--- src/uhsr_pkg.sv ---
package uhsr_pkg;
   localparam int CLK_NS = 25;
   localparam int SE0_RST_NS = 2500;
   localparam int SE0_RST_CYC = (SE0_RST_NS + CLK_NS - 1) / CLK_NS;
   localparam int CHIRP_US = 1000;
   localparam int CHIRP_CYC = (CHIRP_US * 1000 + CLK_NS - 1) / CLK_NS;
   localparam int HS_WAIT_US = 2000;
   localparam int HS_WAIT_CYC = (HS_WAIT_US * 1000) / CLK_NS;
   localparam int SUSP_US = 3000;
   localparam int SUSP_CYC = (SUSP_US * 1000 + CLK_NS - 1) / CLK_NS;
   localparam int RESUME_US = 1000;
   localparam int RESUME_CYC = (RESUME_US * 1000 + CLK_NS - 1) / CLK_NS;
   localparam int CNT_W = 17;
   localparam int CHIRP_PAIRS = 3;
   localparam int SPI_HALF_CYC = 4;
   localparam logic [7:0] EE_CMD_READ = 8'h03;
   localparam logic [7:0] EE_ADDR = 8'h00;
   localparam int EE_HDR_BITS = 16;
   localparam int EE_ID_BITS = 48;
   localparam int N_PORT = 4;
   localparam logic [1:0] LN_SE0 = 2'h0;
   localparam logic [1:0] LN_J = 2'h2;
   localparam logic [1:0] LN_K = 2'h1;
   localparam logic [1:0] PID_TOK_TYPE = 2'h1;
   localparam logic [7:0] ALT_MULTI_TT = 8'h01;
   localparam logic [7:0] CFG_NONE = 8'h00;

   typedef logic [1:0] uhsr_speed_t;
   localparam uhsr_speed_t SPD_NONE = 2'h0;
   localparam uhsr_speed_t SPD_LOW = 2'h1;
   localparam uhsr_speed_t SPD_FULL = 2'h2;
   localparam uhsr_speed_t SPD_HIGH = 2'h3;

   typedef logic [1:0] uhsr_route_t;
   localparam uhsr_route_t RT_OFF = 2'h0;
   localparam uhsr_route_t RT_REP = 2'h1;
   localparam uhsr_route_t RT_TT = 2'h2;

   localparam logic [1:0] REQ_SET_ADDR = 2'h1;
   localparam logic [1:0] REQ_SET_CFG = 2'h2;
   localparam logic [1:0] REQ_SET_IF = 2'h3;

   typedef enum logic [8:0] {
      LK_LOAD = 9'h001,
      LK_WAIT_VBUS = 9'h002,
      LK_ATTACH = 9'h004,
      LK_CHIRP = 9'h008,
      LK_HS_WAIT = 9'h010,
      LK_FS = 9'h020,
      LK_HS = 9'h040,
      LK_SUSP = 9'h080,
      LK_RESUME = 9'h100
   } uhsr_link_e;

   typedef struct packed {
      logic valid;
      logic [1:0] code;
      logic [7:0] value;
   } uhsr_req_s;

   typedef struct packed {
      logic [7:0] data;
      logic last;
      logic [1:0] port;
   } uhsr_word_s;

   typedef struct packed {
      uhsr_word_s word;
      logic [N_PORT-1:0] mask;
      logic xlate;
   } uhsr_dn_s;

   typedef struct packed {
      logic [15:0] vid;
      logic [15:0] pid;
      logic [15:0] device_release_identifier;
   } uhsr_ids_s;
endpackage

--- src/uhsr_hub_ctrl.sv ---
`timescale 1ns/1ps
module uhsr_hub_ctrl
   import uhsr_pkg::*;
#(
   parameter int CHIRP_LEN = CHIRP_CYC,
   parameter int HS_WAIT_LEN = HS_WAIT_CYC,
   parameter int SUSP_LEN = SUSP_CYC,
   parameter int RESUME_LEN = RESUME_CYC
) (
   input wire logic mclk,
   input wire logic rst_n,
   input wire logic clk_en,
   input wire logic upstream_vbus_sense,
   input wire logic up_dp,
   input wire logic up_dm,
   output logic pullup_en,
   output logic up_drive_k,
   output logic hs_mode,
   output logic suspended,
   output logic ee_sclk,
   output logic ee_cs_n,
   output logic ee_mosi,
   input wire logic ee_miso,
   output uhsr_ids_s ids,
   output logic [6:0] dev_addr,
   output logic [7:0] cfg_value,
   output logic multi_tt,
   output logic hub_ready,
   input uhsr_req_s req,
   input wire logic tok_valid,
   input wire logic [7:0] tok_pid,
   input wire logic [6:0] tok_addr,
   output logic tok_hit,
   input wire logic [N_PORT-1:0] dn_wake,
   input uhsr_speed_t [N_PORT-1:0] dn_speed,
   output uhsr_route_t [N_PORT-1:0] dn_route,
   input wire logic in_valid,
   output logic in_ready,
   input uhsr_word_s in_word,
   output logic out_valid,
   input wire logic out_ready,
   output uhsr_dn_s out_data
);
   localparam logic [CNT_W-1:0] T_SE0 = CNT_W'(SE0_RST_CYC - 1);
   localparam logic [CNT_W-1:0] T_CHIRP = CNT_W'(CHIRP_LEN - 1);
   localparam logic [CNT_W-1:0] T_HSW = CNT_W'(HS_WAIT_LEN - 1);
   localparam logic [CNT_W-1:0] T_SUSP = CNT_W'(SUSP_LEN - 1);
   localparam logic [CNT_W-1:0] T_RES = CNT_W'(RESUME_LEN - 1);
   localparam logic [1:0] T_DIV = 2'(SPI_HALF_CYC - 1);
   localparam logic [6:0] B_HDR = 7'(EE_HDR_BITS);
   localparam logic [6:0] B_LAST = 7'(EE_HDR_BITS + EE_ID_BITS - 1);
   localparam logic [1:0] N_PAIRS = 2'(CHIRP_PAIRS);

   typedef struct packed {
      uhsr_link_e link;
      logic vb_s1;
      logic vb_s2;
      logic [1:0] ln_s1;
      logic [1:0] ln_s2;
      logic [1:0] ln_p;
      logic mi_s1;
      logic mi_s2;
      logic [CNT_W-1:0] cnt;
      logic [1:0] pairs;
      logic sclk;
      logic [1:0] div;
      logic [6:0] bits;
      logic [15:0] cmd;
      logic [47:0] sh;
      logic cs_n;
      uhsr_ids_s ids;
      logic [6:0] addr;
      logic [7:0] cfg;
      logic multi;
      logic busy;
      logic [N_PORT-1:0] mask;
      logic xl;
      uhsr_route_t [N_PORT-1:0] route;
      logic tok_hit;
      logic pull;
      logic up_k;
      logic hs;
      logic susp;
   } uhsr_st_s;

   uhsr_st_s st_r, st_nxt;
   logic cfgd, acc, push, buf_rdy, bus_rst, hs_pair, up_state, xl;
   logic [N_PORT-1:0] m, ttm;
   uhsr_dn_s bdata;

   function automatic uhsr_route_t rt_of(input uhsr_speed_t s,
                                         input logic hs);
      if (s == SPD_NONE) begin
         rt_of = RT_OFF;
      end else if (!hs) begin
         rt_of = RT_REP;
      end else if (s == SPD_HIGH) begin
         rt_of = RT_REP;
      end else begin
         rt_of = RT_TT;
      end
   endfunction

   function automatic logic tok_ok(input logic [7:0] p);
      tok_ok = (p[3:0] == ~p[7:4]) && (p[1:0] == PID_TOK_TYPE);
   endfunction

   function automatic logic [N_PORT-1:0] onehot(input logic [1:0] p);
      onehot = '0;
      onehot[p] = 1'b1;
   endfunction

   assign cfgd = st_r.cfg != CFG_NONE;
   // unconfigured traffic is swallowed so the engine never hangs
   assign in_ready = buf_rdy || !cfgd;
   assign acc = in_valid && in_ready;
   assign push = acc && cfgd;
   assign bus_rst = (st_r.ln_s2 == LN_SE0) && (st_r.cnt >= T_SE0);
   assign hs_pair = (st_r.ln_p == LN_K) && (st_r.ln_s2 == LN_J);
   assign up_state = (st_r.link == LK_FS) || (st_r.link == LK_HS);
   assign bdata.word = in_word;
   assign bdata.mask = m;
   assign bdata.xlate = xl;

   always_comb begin
      ttm = '0;
      for (int i = 0; i < N_PORT; i++) begin
         ttm[i] = st_r.route[i] == RT_TT;
      end
      m = st_r.mask;
      xl = st_r.xl;
      if (!st_r.busy) begin
         if (st_r.route[in_word.port] == RT_TT) begin
            m = st_r.multi ? onehot(in_word.port) : ttm;
            xl = 1'b1;
         end else if (st_r.route[in_word.port] == RT_REP) begin
            m = onehot(in_word.port);
            xl = 1'b0;
         end else begin
            m = '0;
            xl = 1'b0;
         end
      end
   end

   always_comb begin
      st_nxt = st_r;
      st_nxt.vb_s1 = upstream_vbus_sense;
      st_nxt.vb_s2 = st_r.vb_s1;
      st_nxt.ln_s1 = {up_dp, up_dm};
      st_nxt.ln_s2 = st_r.ln_s1;
      st_nxt.ln_p = st_r.ln_s2;
      st_nxt.mi_s1 = ee_miso;
      st_nxt.mi_s2 = st_r.mi_s1;
      st_nxt.tok_hit = tok_valid && tok_ok(tok_pid) &&
                       (tok_addr == st_r.addr);
      // line-condition timer, restarted on any line change outside LK_CHIRP, LK_HS_WAIT and LK_RESUME
      if (st_r.ln_s2 != st_r.ln_p) begin
         st_nxt.cnt = '0;
      end else if (st_r.cnt != '1) begin
         st_nxt.cnt = st_r.cnt + 1'b1;
      end
      case (st_r.link)
         LK_LOAD: begin
            if (st_r.cs_n) begin
               st_nxt.cs_n = 1'b0;
            end else if (st_r.div != T_DIV) begin
               st_nxt.div = st_r.div + 1'b1;
            end else begin
               st_nxt.div = '0;
               st_nxt.sclk = !st_r.sclk;
               // sample late in the high phase: sync delay is covered
               if (st_r.sclk) begin
                  st_nxt.cmd = {st_r.cmd[14:0], 1'b0};
                  st_nxt.bits = st_r.bits + 1'b1;
                  if (st_r.bits >= B_HDR) begin
                     st_nxt.sh = {st_r.sh[46:0], st_r.mi_s2};
                  end
                  if (st_r.bits == B_LAST) begin
                     st_nxt.cs_n = 1'b1;
                     st_nxt.ids = {st_r.sh[46:0], st_r.mi_s2};
                     st_nxt.link = LK_WAIT_VBUS;
                  end
               end
            end
         end
         LK_WAIT_VBUS: begin
            if (st_r.vb_s2) begin
               st_nxt.link = LK_ATTACH;
            end
         end
         LK_ATTACH, LK_FS, LK_HS: begin
            if (bus_rst) begin
               st_nxt.link = LK_CHIRP;
               st_nxt.cnt = '0;
               st_nxt.addr = '0;
               st_nxt.cfg = CFG_NONE;
               st_nxt.multi = 1'b0;
            end else if (st_r.link == LK_FS && st_r.ln_s2 == LN_J &&
                         st_r.cnt >= T_SUSP && !st_r.busy) begin
               st_nxt.link = LK_SUSP;
            end
         end
         LK_CHIRP: begin
            st_nxt.cnt = st_r.cnt + 1'b1;
            if (st_r.cnt == T_CHIRP) begin
               st_nxt.link = LK_HS_WAIT;
               st_nxt.cnt = '0;
               st_nxt.pairs = '0;
            end
         end
         LK_HS_WAIT: begin
            st_nxt.cnt = st_r.cnt + 1'b1;
            if (hs_pair) begin
               st_nxt.pairs = st_r.pairs + 1'b1;
            end
            if (hs_pair && st_r.pairs == N_PAIRS - 2'h1) begin
               st_nxt.link = LK_HS;
            end else if (st_r.cnt == T_HSW) begin
               st_nxt.link = LK_FS;
            end
         end
         LK_SUSP: begin
            if (bus_rst) begin
               st_nxt.link = LK_CHIRP;
               st_nxt.cnt = '0;
               st_nxt.addr = '0;
               st_nxt.cfg = CFG_NONE;
               st_nxt.multi = 1'b0;
            end else if (st_r.ln_s2 == LN_K) begin
               st_nxt.link = LK_FS;
            end else if (|dn_wake) begin
               st_nxt.link = LK_RESUME;
               st_nxt.cnt = '0;
            end
         end
         LK_RESUME: begin
            st_nxt.cnt = st_r.cnt + 1'b1;
            if (st_r.cnt == T_RES) begin
               st_nxt.link = LK_FS;
            end
         end
         default: begin
            st_nxt.link = LK_LOAD;
         end
      endcase
      if (req.valid && up_state && !bus_rst) begin
         case (req.code)
            REQ_SET_ADDR: begin
               if (req.value[6:0] != st_r.addr) begin
                  st_nxt.cfg = CFG_NONE;
                  st_nxt.multi = 1'b0;
               end
               st_nxt.addr = req.value[6:0];
            end
            REQ_SET_CFG: begin
               st_nxt.cfg = req.value;
               st_nxt.multi = 1'b0;
            end
            REQ_SET_IF: begin
               if (cfgd && st_r.link == LK_HS) begin
                  st_nxt.multi = req.value == ALT_MULTI_TT;
               end
            end
            default: begin
               st_nxt.multi = st_r.multi;
            end
         endcase
      end
      if (st_r.link != LK_LOAD && !st_r.vb_s2) begin
         st_nxt.link = LK_WAIT_VBUS;
         st_nxt.addr = '0;
         st_nxt.cfg = CFG_NONE;
         st_nxt.multi = 1'b0;
      end
      // routes follow port speed only between packets
      if (!st_r.busy) begin
         for (int i = 0; i < N_PORT; i++) begin
            st_nxt.route[i] = rt_of(dn_speed[i], st_r.link == LK_HS);
         end
      end
      if (push) begin
         st_nxt.busy = !in_word.last;
         st_nxt.mask = m;
         st_nxt.xl = xl;
      end else if (!cfgd) begin
         st_nxt.busy = 1'b0;
      end
      st_nxt.pull = st_r.vb_s2 && (st_nxt.link == LK_ATTACH ||
                    st_nxt.link == LK_CHIRP ||
                    st_nxt.link == LK_HS_WAIT ||
                    st_nxt.link == LK_FS ||
                    st_nxt.link == LK_SUSP ||
                    st_nxt.link == LK_RESUME);
      st_nxt.up_k = st_nxt.link == LK_CHIRP ||
                    st_nxt.link == LK_RESUME;
      st_nxt.hs = st_nxt.link == LK_HS;
      st_nxt.susp = st_nxt.link == LK_SUSP;
   end

   always_ff @(posedge mclk or negedge rst_n) begin
      if (!rst_n) begin
         st_r <= '0;
         st_r.link <= LK_LOAD;
         st_r.cs_n <= 1'b1;
         st_r.cmd <= {EE_CMD_READ, EE_ADDR};
      end else if (clk_en) begin
         st_r <= st_nxt;
      end
   end

   // two entries so a receiver stall loses no word
   uhsr_buf2 #(
      .W($bits(uhsr_dn_s)),
      .DEPTH(2)
   ) u_buf (
      .mclk(mclk),
      .rst_n(rst_n),
      .clk_en(clk_en),
      .in_valid(push),
      .in_ready(buf_rdy),
      .in_data(bdata),
      .out_valid(out_valid),
      .out_ready(out_ready),
      .out_data(out_data)
   );

   assign pullup_en = st_r.pull;
   assign up_drive_k = st_r.up_k;
   assign hs_mode = st_r.hs;
   assign suspended = st_r.susp;
   assign ee_sclk = st_r.sclk;
   assign ee_cs_n = st_r.cs_n;
   assign ee_mosi = st_r.cmd[15];
   assign ids = st_r.ids;
   assign dev_addr = st_r.addr;
   assign cfg_value = st_r.cfg;
   assign multi_tt = st_r.multi;
   assign hub_ready = cfgd;
   assign tok_hit = st_r.tok_hit;
   assign dn_route = st_r.route;

   load_pull_a:
   assert property (@(posedge mclk) disable iff (!rst_n)
      st_r.link == LK_LOAD |-> !pullup_en)
      else $error("pull-up on before eeprom load");

   vbus_pull_a:
   assert property (@(posedge mclk) disable iff (!rst_n)
      clk_en && !st_r.vb_s2 |=> !pullup_en)
      else $error("pull-up on without vbus");

   hs_pull_a:
   assert property (@(posedge mclk) disable iff (!rst_n)
      hs_mode |-> !pullup_en && !up_drive_k)
      else $error("pull-up still on at high speed");

   chirp_len_a:
   assert property (@(posedge mclk) disable iff (!rst_n)
      $rose(st_r.link == LK_CHIRP) |-> up_drive_k [*8])
      else $error("chirp K dropped early");

   fs_fallback_a:
   assert property (@(posedge mclk) disable iff (!rst_n)
      clk_en && st_r.vb_s2 && st_r.link == LK_HS_WAIT &&
      st_r.cnt == T_HSW && !hs_pair |=> st_r.link == LK_FS && !hs_mode)
      else $error("no fall back to full speed");

   rst_clear_a:
   assert property (@(posedge mclk) disable iff (!rst_n)
      st_r.link == LK_CHIRP |-> cfg_value == 8'h00 && dev_addr == 7'h00)
      else $error("state kept across bus reset");

   addr_unconf_a:
   assert property (@(posedge mclk) disable iff (!rst_n)
      clk_en && req.valid && req.code == REQ_SET_ADDR && up_state &&
      req.value[6:0] != dev_addr |=> cfg_value == 8'h00 && !multi_tt)
      else $error("address change kept configuration");

   cfg_single_a:
   assert property (@(posedge mclk) disable iff (!rst_n)
      clk_en && req.valid && req.code == REQ_SET_CFG && up_state
      |=> !multi_tt)
      else $error("configuration did not pick single mode");

   cfg_gate_a:
   assert property (@(posedge mclk) disable iff (!rst_n)
      // watch the buffer output, not the gate itself
      clk_en && cfg_value == 8'h00 && !out_valid |=> !out_valid)
      else $error("traffic forwarded while unconfigured");

   hs_route_a:
   assert property (@(posedge mclk) disable iff (!rst_n)
      clk_en && !st_r.busy && st_r.link == LK_HS &&
      dn_speed[0] == SPD_HIGH |=> dn_route[0] == RT_REP)
      else $error("high speed device not on repeater");

   mask_hold_a:
   assert property (@(posedge mclk) disable iff (!rst_n)
      clk_en && st_r.busy |=> $stable(st_r.mask) && $stable(dn_route))
      else $error("routing changed inside a packet");
endmodule // uhsr_hub_ctrl

--- src/uhsr_buf2.sv ---
`timescale 1ns/1ps
module uhsr_buf2 #(
   parameter int W = 16,
   parameter int DEPTH = 2
) (
   input wire logic mclk,
   input wire logic rst_n,
   input wire logic clk_en,
   input wire logic in_valid,
   output logic in_ready,
   input wire logic [W-1:0] in_data,
   output logic out_valid,
   input wire logic out_ready,
   output logic [W-1:0] out_data
);
   localparam int AW = (DEPTH > 1) ? $clog2(DEPTH) : 1;
   localparam logic [AW:0] FULL = (AW+1)'(DEPTH);

   typedef struct packed {
      logic [DEPTH-1:0][W-1:0] mem;
      logic [AW-1:0] wp;
      logic [AW-1:0] rp;
      logic [AW:0] cnt;
   } uhsr_bst_s;

   uhsr_bst_s st_r, st_nxt;
   logic push, pop;

   function automatic logic [AW-1:0] step(input logic [AW-1:0] p);
      step = (p == AW'(DEPTH - 1)) ? '0 : p + 1'b1;
   endfunction

   assign in_ready = st_r.cnt != FULL;
   assign out_valid = st_r.cnt != '0;
   assign out_data = st_r.mem[st_r.rp];
   assign push = in_valid && in_ready;
   assign pop = out_valid && out_ready;

   always_comb begin
      st_nxt = st_r;
      if (push) begin
         st_nxt.mem[st_r.wp] = in_data;
         st_nxt.wp = step(st_r.wp);
      end
      if (pop) begin
         st_nxt.rp = step(st_r.rp);
      end
      if (push && !pop) begin
         st_nxt.cnt = st_r.cnt + 1'b1;
      end else if (pop && !push) begin
         st_nxt.cnt = st_r.cnt - 1'b1;
      end
   end

   always_ff @(posedge mclk or negedge rst_n) begin
      if (!rst_n) begin
         st_r <= '0;
      end else if (clk_en) begin
         st_r <= st_nxt;
      end
   end
endmodule // uhsr_buf2

--- config.mk ---
export PLATFORM = sky130hd
export DESIGN_NAME = uhsr_hub_ctrl
export DESIGN_NICKNAME = d
export VERILOG_FILES = /design/src/uhsr_pkg.sv /design/src/uhsr_hub_ctrl.sv /design/src/uhsr_buf2.sv
export SDC_FILE = /design/constraint.sdc
export NUM_CORES = 1
export LEC_CHECK = 0
export ABC_AREA = 1
export BUFFER_PORTS_ARGS = -buffer_cell sky130_fd_sc_hd__buf_4
export CAP_MARGIN = 25
export CORE_ASPECT_RATIO = 1.4
export CORE_UTILIZATION = 53
export DETAILED_ROUTE_END_ITERATION = 8
export PLACE_DENSITY_LB_ADDON = 0.2
export SYNTH_ARGS = -nofsm -noshare
export SYNTH_HDL_FRONTEND = slang
export SYNTH_SLANG_ARGS = --single-unit
--- constraint.sdc ---
create_clock -name mclk -period 2.52 [get_ports mclk]
set_clock_uncertainty 0.05 [all_clocks]
set_input_delay 0.63 -clock mclk [delete_from_list [all_inputs] [get_ports mclk]]
set_output_delay 0.63 -clock mclk [all_outputs]
set_load 0.02 [all_outputs]
==> results of run 1 <==
[sequential cells by signal, indices dropped and copies added (netlist names)]
name,cells
hs_mode,1
pullup_en,1
tok_hit,1
ee_sclk,1
st_nxt,6
dn_route,8
ee_mosi,1
suspended,1
cfg_value,8
multi_tt,1
u_buf.st_r,36
ids,48
up_drive_k,1
dev_addr,7
ee_cs_n,1
st_r,101
[how the worst max path moves through the flow]
| stage | end | from | slack (ns) | cells past startpoint |
|---|---|---|---|---|
| 3_3_place_gp | st_r[162]$_DFFE_PN0P_ | st_r[161]$_DFFE_PN0P_ | 0.19 | 15 |
| 3_5_place_dp | st_r[168]$_DFFE_PN0P_ | st_r[161]$_DFFE_PN0P_ | 0.11 | 16 |
| 2_1_floorplan | st_r[164]$_DFFE_PN0P_ | st_r[160]$_DFFE_PN0P_ | 0.01 | 16 |
| 4_1_cts | st_r[168]$_DFFE_PN0P_ | st_r[161]$_DFFE_PN0P_ | 0.08 | 16 |
| 5_1_grt | st_r[168]$_DFFE_PN0P_ | st_r[161]$_DFFE_PN0P_ | -0.003 | 16 |
| 6_report | out_data[10] | u_buf.st_r[2]$_DFFE_PN0P_ | 0.17 | 3 |
[cell usage in the layout, fill, tap and decap left out, drive strengths merged]
master	instances
nand2	415
dfrtp	219
o21ai	212
buf	199
inv	181
nor2	90
nand3	63
a21oi	27
clkbuf	27
o22ai	22
xor2	21
nand4	17
nor3	16
ha	11
clkinv	9
a22oi	4
xnor2	4
bufinv	4
dfstp	4
o31ai	4
o2111ai	3
or2	3
a2bb2oi	2
a21boi	2
a221oi	2
nor4	2
mux2	2
a211oi	2
o21bai	1
a31oi	1
a41oi	1
nand3b	1
o21a	1
a22o	1
a2111oi	1
o211ai	1
clkinvlp	1
[synth_stat cells, drive strengths merged (11+ instances only)]
cell type / number / area share [%]
buf: 96 / 6.0
clkbuf: 27 / 0.87
inv: 179 / 5.8
nand3: 63 / 2.8
a21oi: 27 / 1.2
o22ai: 22 / 1.2
o21ai: 212 / 9.8
xor2: 21 / 1.6
nor2: 90 / 3.4
nand2: 415 / 14
nand4: 17 / 0.97
nor3: 16 / 0.73
dfrtp: 219 / 47
ha: 11 / 1.2
[metrics by stage]
step,utilization (%),worst slack (ns),TNS (ns),power (µW),instances
floorplan,-,0.01236,0,4492,1459
global placement,59.87,0.1894,0,5053,1826
detailed placement,59.87,0.1095,0,5073,1826
CTS,63.50,0.08245,0,8598,1867
global route,63.72,-0.002981,-0.002981,8869,1868
finish,63.72,0.1688,0,8516,1868
[power groups by stage]
| stage | combinational [µW] | clock [µW] | sequential, µW |
|---|---|---|---|
| 2_1_floorplan | 672 | 0 | 3820 |
| 3_3_place_gp | 1230 | 0 | 3830 |
| 3_5_place_dp | 1240 | 0 | 3830 |
| 4_1_cts | 1240 | 3580 | 3770 |
| 5_1_grt | 1360 | 3720 | 3790 |
| 6_report | 1230 | 3520 | 3770 |
[what timing repair did]
action / 4_1_cts / 5_1_grt
setup endpoints to repair: 0 / 22
gates resized for setup: 0 / 11
setup buffers: 0 / 1
endpoints found under the hold margin: 0 / 0
[cells by family (layout without fill, tap and decap cells)]
group | Yosys count | in the layout | share of synthesized area (%)
xor gates and xnor gates | 25 | 25 | 1.885
AOI/OAI and AO/OA | 287 | 287 | 14.04
buffers and inverters | 304 | 421 | 12.75
and+or+nand+nor | 607 | 607 | 21.86
adders and majority gates | 11 | 11 | 1.185
muxes | 2 | 2 | 0.1938
DFF | 223 | 223 | 48.08
[cell type report]
cell class | count | area, µm² | area share [%]
Tap cell | 292 | 365.4 | 2.684
Inverter | 181 | 679.4 | 4.991
Multi-Input combinational cell | 932 | 4599 | 33.79
Timing Repair Buffer | 199 | 1605 | 11.79
Sequential cell | 223 | 5585 | 41.03
Clock inverter | 14 | 176.4 | 1.296
Clock buffer | 27 | 600.6 | 4.412
[worst max-delay path, stage by stage (launching register included)]
cell and delay, ns:
dfrtp_1 0.46, buf_4 0.25, o21ai_0 0.27, buf_4 0.19
[metal layers]
| metal | share of wire [%] | vias to the layer above | GRT usage (%) |
|---|---|---|---|
| li1 | - | 4801 | - |
| met1 | 43 | 4521 | 29.98 |
| met2 | 51 | 220 | 41.90 |
| met3 | 4.0 | 49 | 2.479 |
| met4 | 2.3 | 0 | 7.341 |
| met5 | 0 | - | 0 |
==> out/metrics.csv, run 1 <==
metric;value;unit
num_io_pins;158;
cp-start-kind;flop;
netSwitchingFraction;26.39;%
maxSlewViolCount;0;
setup_viol;0;
ys_seq_elements;223;
die_w;127.1;µm
grt_pass1_vias;9077;
ys.flop_type;dfrtp_1;
cts_tree;done;
grt_max_degree;95;
vias_per_cell;5.134;
routed_wl;26.04;mm
drtIter0Drc;456;
post_route_cells_drive_above_1_share;19.16;%
p_comb_share;14.4;%
vias;9591;
syn-num-nets;1529;
cts_buffer_depth;3;
status;complete, no violations;
start_util;54.38;%
period_minus_slack;2.351;ns
synth_cells;1459;
ir_worst_vdd;0.4626;mV
cts_buffers;23;
antenna_found_initial;0;
n_antenna_cell;0;
min_path_type;in2async;
synth-seq-area-share;48.08;%
hold_viol;0;
placementRows;63;
place.gp.congestion;0.9355;
clkLatencyLatePin;0.50;ns
fp.coreArea;0.02136;mm²
crit_fanout;25;
avgSynthCellArea;7.963;µm²
p_int;6268;µW
clock-root-buffer;clkbuf_16;
cts.reportedPaths.clkPinSlew;0.07;ns
synth_edf_count;0;
num-fill-cells;1902;
cap_violations;0;
portBuffers;157;
grtUsageTotal;23.52;%
rr_startpoint;st_r[187]$_DFFE_PN1P_;
grt_pass1_wl;43.19;mm
dieHeight;177.2;µm
cp.arrival;1.67;ns
grt_overflow;0;
fmax;425.3;MHz
crit_type;reg2out;
async_flop_share;100.0;%
timing.hold.ws;0.05956;ns
ctsHtreeMaxLevel;1;
p_per_area;625.6;mW/mm²
drc_errors;0;
syn_area;0.01162;mm²
yosysWarnings;0;
clockPowerShare;41.3;%
min_period_over_period;93.30;%
avgRoutedWirePerCell;13.94;µm
hpwl;18.50;mm
yosys.cell_types.count;51;
r2r_cells;12;
cp-end-kind;output port;
pwr-share-seq;44.3;%
clock-sinks;223;
p_switching;2248;µW
nets;1630;
fin_area;0.01361;mm²
cts_hold_buf;0;
first_pass_iters;5;
rrSetupSlack;0.17;ns
r2r_end;st_r[176]$_DFFE_PN0P_;
syn_to_final_growth;17.17;%
relSlewSlack;58.21;%
tightest_slew;0.6245;ns
ant_nets;0;
p_leak;0.006768;µW
worstPathRequired;1.84;ns
dieArea;0.02252;mm²
place_area;0.01279;mm²
Power figures use the tool's default switching activity.
==> run 2: changes to the inputs <==
GPL_ROUTABILITY_DRIVEN = 0   (was default)
PLACE_DENSITY = 0.77   (was default)
PLACE_DENSITY_LB_ADDON = default   (was 0.2)
==> run 2 against run 1 <==
  * Worst setup slack got worse by 0.0064 ns
  * Sequential power about the same
  * Via count increased by 2.1%
  * Critical path depth increased by 11
  * Largest power group unchanged
  * Critical endpoint is now st_r[160]$_DFFE_PN0P_
  * Worst hold slack improved by 0.23 ns
  * Register-to-register slack about the same
  * Wire length about the same
  * Final area decreased by 0.28%
  * Cell count decreased by 0.11%
  * Global-route usage about the same
==> out/metrics.csv, run 2 (synthesis results as in run 1) <==
metric;value;unit;change
fmax;424.1;MHz;-0.27%
pwr-share-seq;45.1;%;+0.8 points
netSwitchingFraction;27.30;%;+0.90 points
start_util;54.38;%;unchanged
period_minus_slack;2.358;ns;+0.006449 ns
min_period_over_period;93.56;%;+0.26 points
vias_per_cell;5.247;;+2.2%
cts_buffer_depth;3;;unchanged
ir_worst_vdd;0.4061;mV;-12%
drtIter0Drc;519;;+14%
crit_type;reg2reg;;
post_route_cells_drive_above_1_share;19.50;%;+0.34 points
grt_overflow;0;;unchanged
startpoint;st_r[160]$_DFFE_PN0P_;;
maxSlewViolCount;0;;unchanged
p_comb_share;15.2;%;+0.8 points
dieArea;0.02252;mm²;unchanged
ant_nets;0;;unchanged
ctsHtreeMaxLevel;1;;unchanged
met2_wirelength;13.26;mm;-0.40%
cap_violations;0;;unchanged
grt_max_degree;95;;unchanged
status;complete, no violations;;
timing.hold.ws;0.2851;ns;+0.2255 ns
hold_viol;0;;unchanged
grt_pass1_vias;9401;;+3.6%
vias;9791;;+2.1%
clock-sinks;223;;unchanged
p_per_area;612.7;mW/mm²;-2.1%
total_power;8317;µW;-2.3%
antenna_found_initial;0;;unchanged
drc_errors;0;;unchanged
clockPowerShare;39.6;%;-1.7 points
final_common_cell;nand2_1;;
final_cell_mix;nand2_1, dfrtp_1, buf_4;;
avgRoutedWirePerCell;13.96;µm;+0.16%
crit_fanout;13;;-48%
cp-start-kind;flop;;
drt-met1-wl;10.66;mm;-4.0%
cp.arrival;2.72;ns;+1.05 ns
setup_viol;0;;unchanged
dr_wl_met3;1.360;mm;+32%
largest_reg_flops;101;;unchanged
cts_tree;done;;
hold_start;up_dm;;
p_leak;0.006732;µW;-0.53%
largest_register;st_r;;
cp_slowest_cell;dfrtp_1;;
routed_wl;26.05;mm;about the same
p_switching;2270;µW;+1.0%
tightest_slew;0.6486;ns;+0.02413 ns
relSlewSlack;56.60;%;-1.6 points
num_io_pins;158;;unchanged
cp_cell_sequence;ha_2 > nand2_1 > nor2_2 > nand3_2 > nor2_2 > inv_2 > nor2_4 > nand2_2 > nor2_4 > ha_4 > buf_4 > xnor2_1 > nand3_1 > a22oi_1;;
n_antenna_cell;0;;unchanged
cp-end-kind;flop;;
grt_pass1_wl;43.48;mm;+0.65%
top_layer_used;met4;;
pre_cts_slack;0.05776;ns;-0.05178 ns
clkLatencyLatePin;0.50;ns;about the same
die_w;127.1;µm;unchanged
nets;1628;;-0.12%
grtUsageTotal;23.55;%;+0.033 points
fp.coreArea;0.02136;mm²;unchanged
first_pass_iters;5;;unchanged
clock-root-buffer;clkbuf_16;;
portBuffers;157;;unchanged
rr_startpoint;st_r[160]$_DFFE_PN0P_;;
hpwl;18.18;mm;-1.7%
min_path_type;in2reg;;
worst-path-buf-inv;2;;unchanged
fin_util;63.54;%;-0.18 points
worst_slack;0.1623;ns;-0.006449 ns
p_int;6047;µW;-3.5%
cts_buffers;22;;-4.3%
dieHeight;177.2;µm;unchanged
cts.reportedPaths.clkPinSlew;0.07;ns;about the same
cpPeakStageDelay;0.39;ns;-0.07 ns
syn_to_final_growth;16.84;%;
worstPathRequired;2.88;ns;+1.04 ns
placementRows;63;;unchanged
cpLargestDelayFamily;simple AND/OR/NAND/NOR gates;;
==> run 2: cell types whose count changed in the layout (fill, tap and decap cells not counted), sizes merged <==
cell and delta:
dlygate4sd3 +1, inv -1, clkbuf +1, bufinv -3, buf -2, clkinvlp +1
clkinv +1
==> run 2: worst register-to-register path: stages (launching register included) <==
cell	delay, ns
dfrtp_1	0.39
ha_2	0.19
nand2_1	0.07
nor2_2	0.14
nand3_2	0.11
nor2_2	0.15
inv_2	0.07
nor2_4	0.13
nand2_2	0.09
nor2_4	0.14
ha_4	0.14
buf_4	0.20
xnor2_1	0.14
nand3_1	0.09
a22oi_1	0.16
==> run 2: final timing paths <==
path / end / slack, ns / cells past startpoint
max: st_r[160]$_DFFE_PN0P_ / 0.16 / 14
min: st_nxt[181]$_DFFE_PN0P_ / 0.29 / 3
max reg2reg: st_r[160]$_DFFE_PN0P_ / 0.16 / 14
min reg2reg: st_r[140]$_DFFE_PN1P_ / 0.40 / 2
max in group asynchronous: st_r[187]$_DFFE_PN1P_ / 1.11 / 3
min in group asynchronous: ids[22]$_DFFE_PN0P_ / 0.58 / 2
==> run 2: power groups by stage <==
stage | clock network, µW | logic, µW | registers [µW]
detailed placement | 0 | 1250 | 3820
CTS | 3350 | 1260 | 3750
floorplan | 0 | 672 | 3820
global route | 3500 | 1390 | 3760
finish | 3300 | 1270 | 3750
global placement | 0 | 1240 | 3810
==> run 2: per-stage QoR <==
stage | TNS, ns | area, µm² | instances
4_1_cts | 0 | 13500 | 1865
6_report | 0 | 13570 | 1866
2_1_floorplan | 0 | 11620 | 1459
3_5_place_dp | 0 | 12750 | 1824
5_1_grt | -0.03466 | 13570 | 1866
3_3_place_gp | 0 | 12750 | 1824
==> run 2: cell type report <==
cell class / instances / area, µm²
clock inverters: 12 / 105.1
clock buffers: 28 / 634.4
repair buffers: 198 / 1584
well taps: 292 / 365.4
fillers: 1790 / 7787
inverters: 181 / 679.4
flip-flops and latches: 223 / 5587
multi-input cells: 932 / 4619
==> run 2: what timing repair did <==
item | 4_1_cts | 5_1_grt
resized for setup | 0 | 20
endpoints found under the setup margin | 0 | 30
endpoints found under the hold margin | 27 | 0
hold buffers | 1 | 0
buffers inserted | 0 | 1
==> run 2: layer usage <==
layer | up-vias | GRT usage [%]
met2 | 309 | 41.64
li1 | 4801 | -
met1 | 4623 | 29.06
met5 | - | 0
met3 | 58 | 3.325
met4 | 0 | 8.978
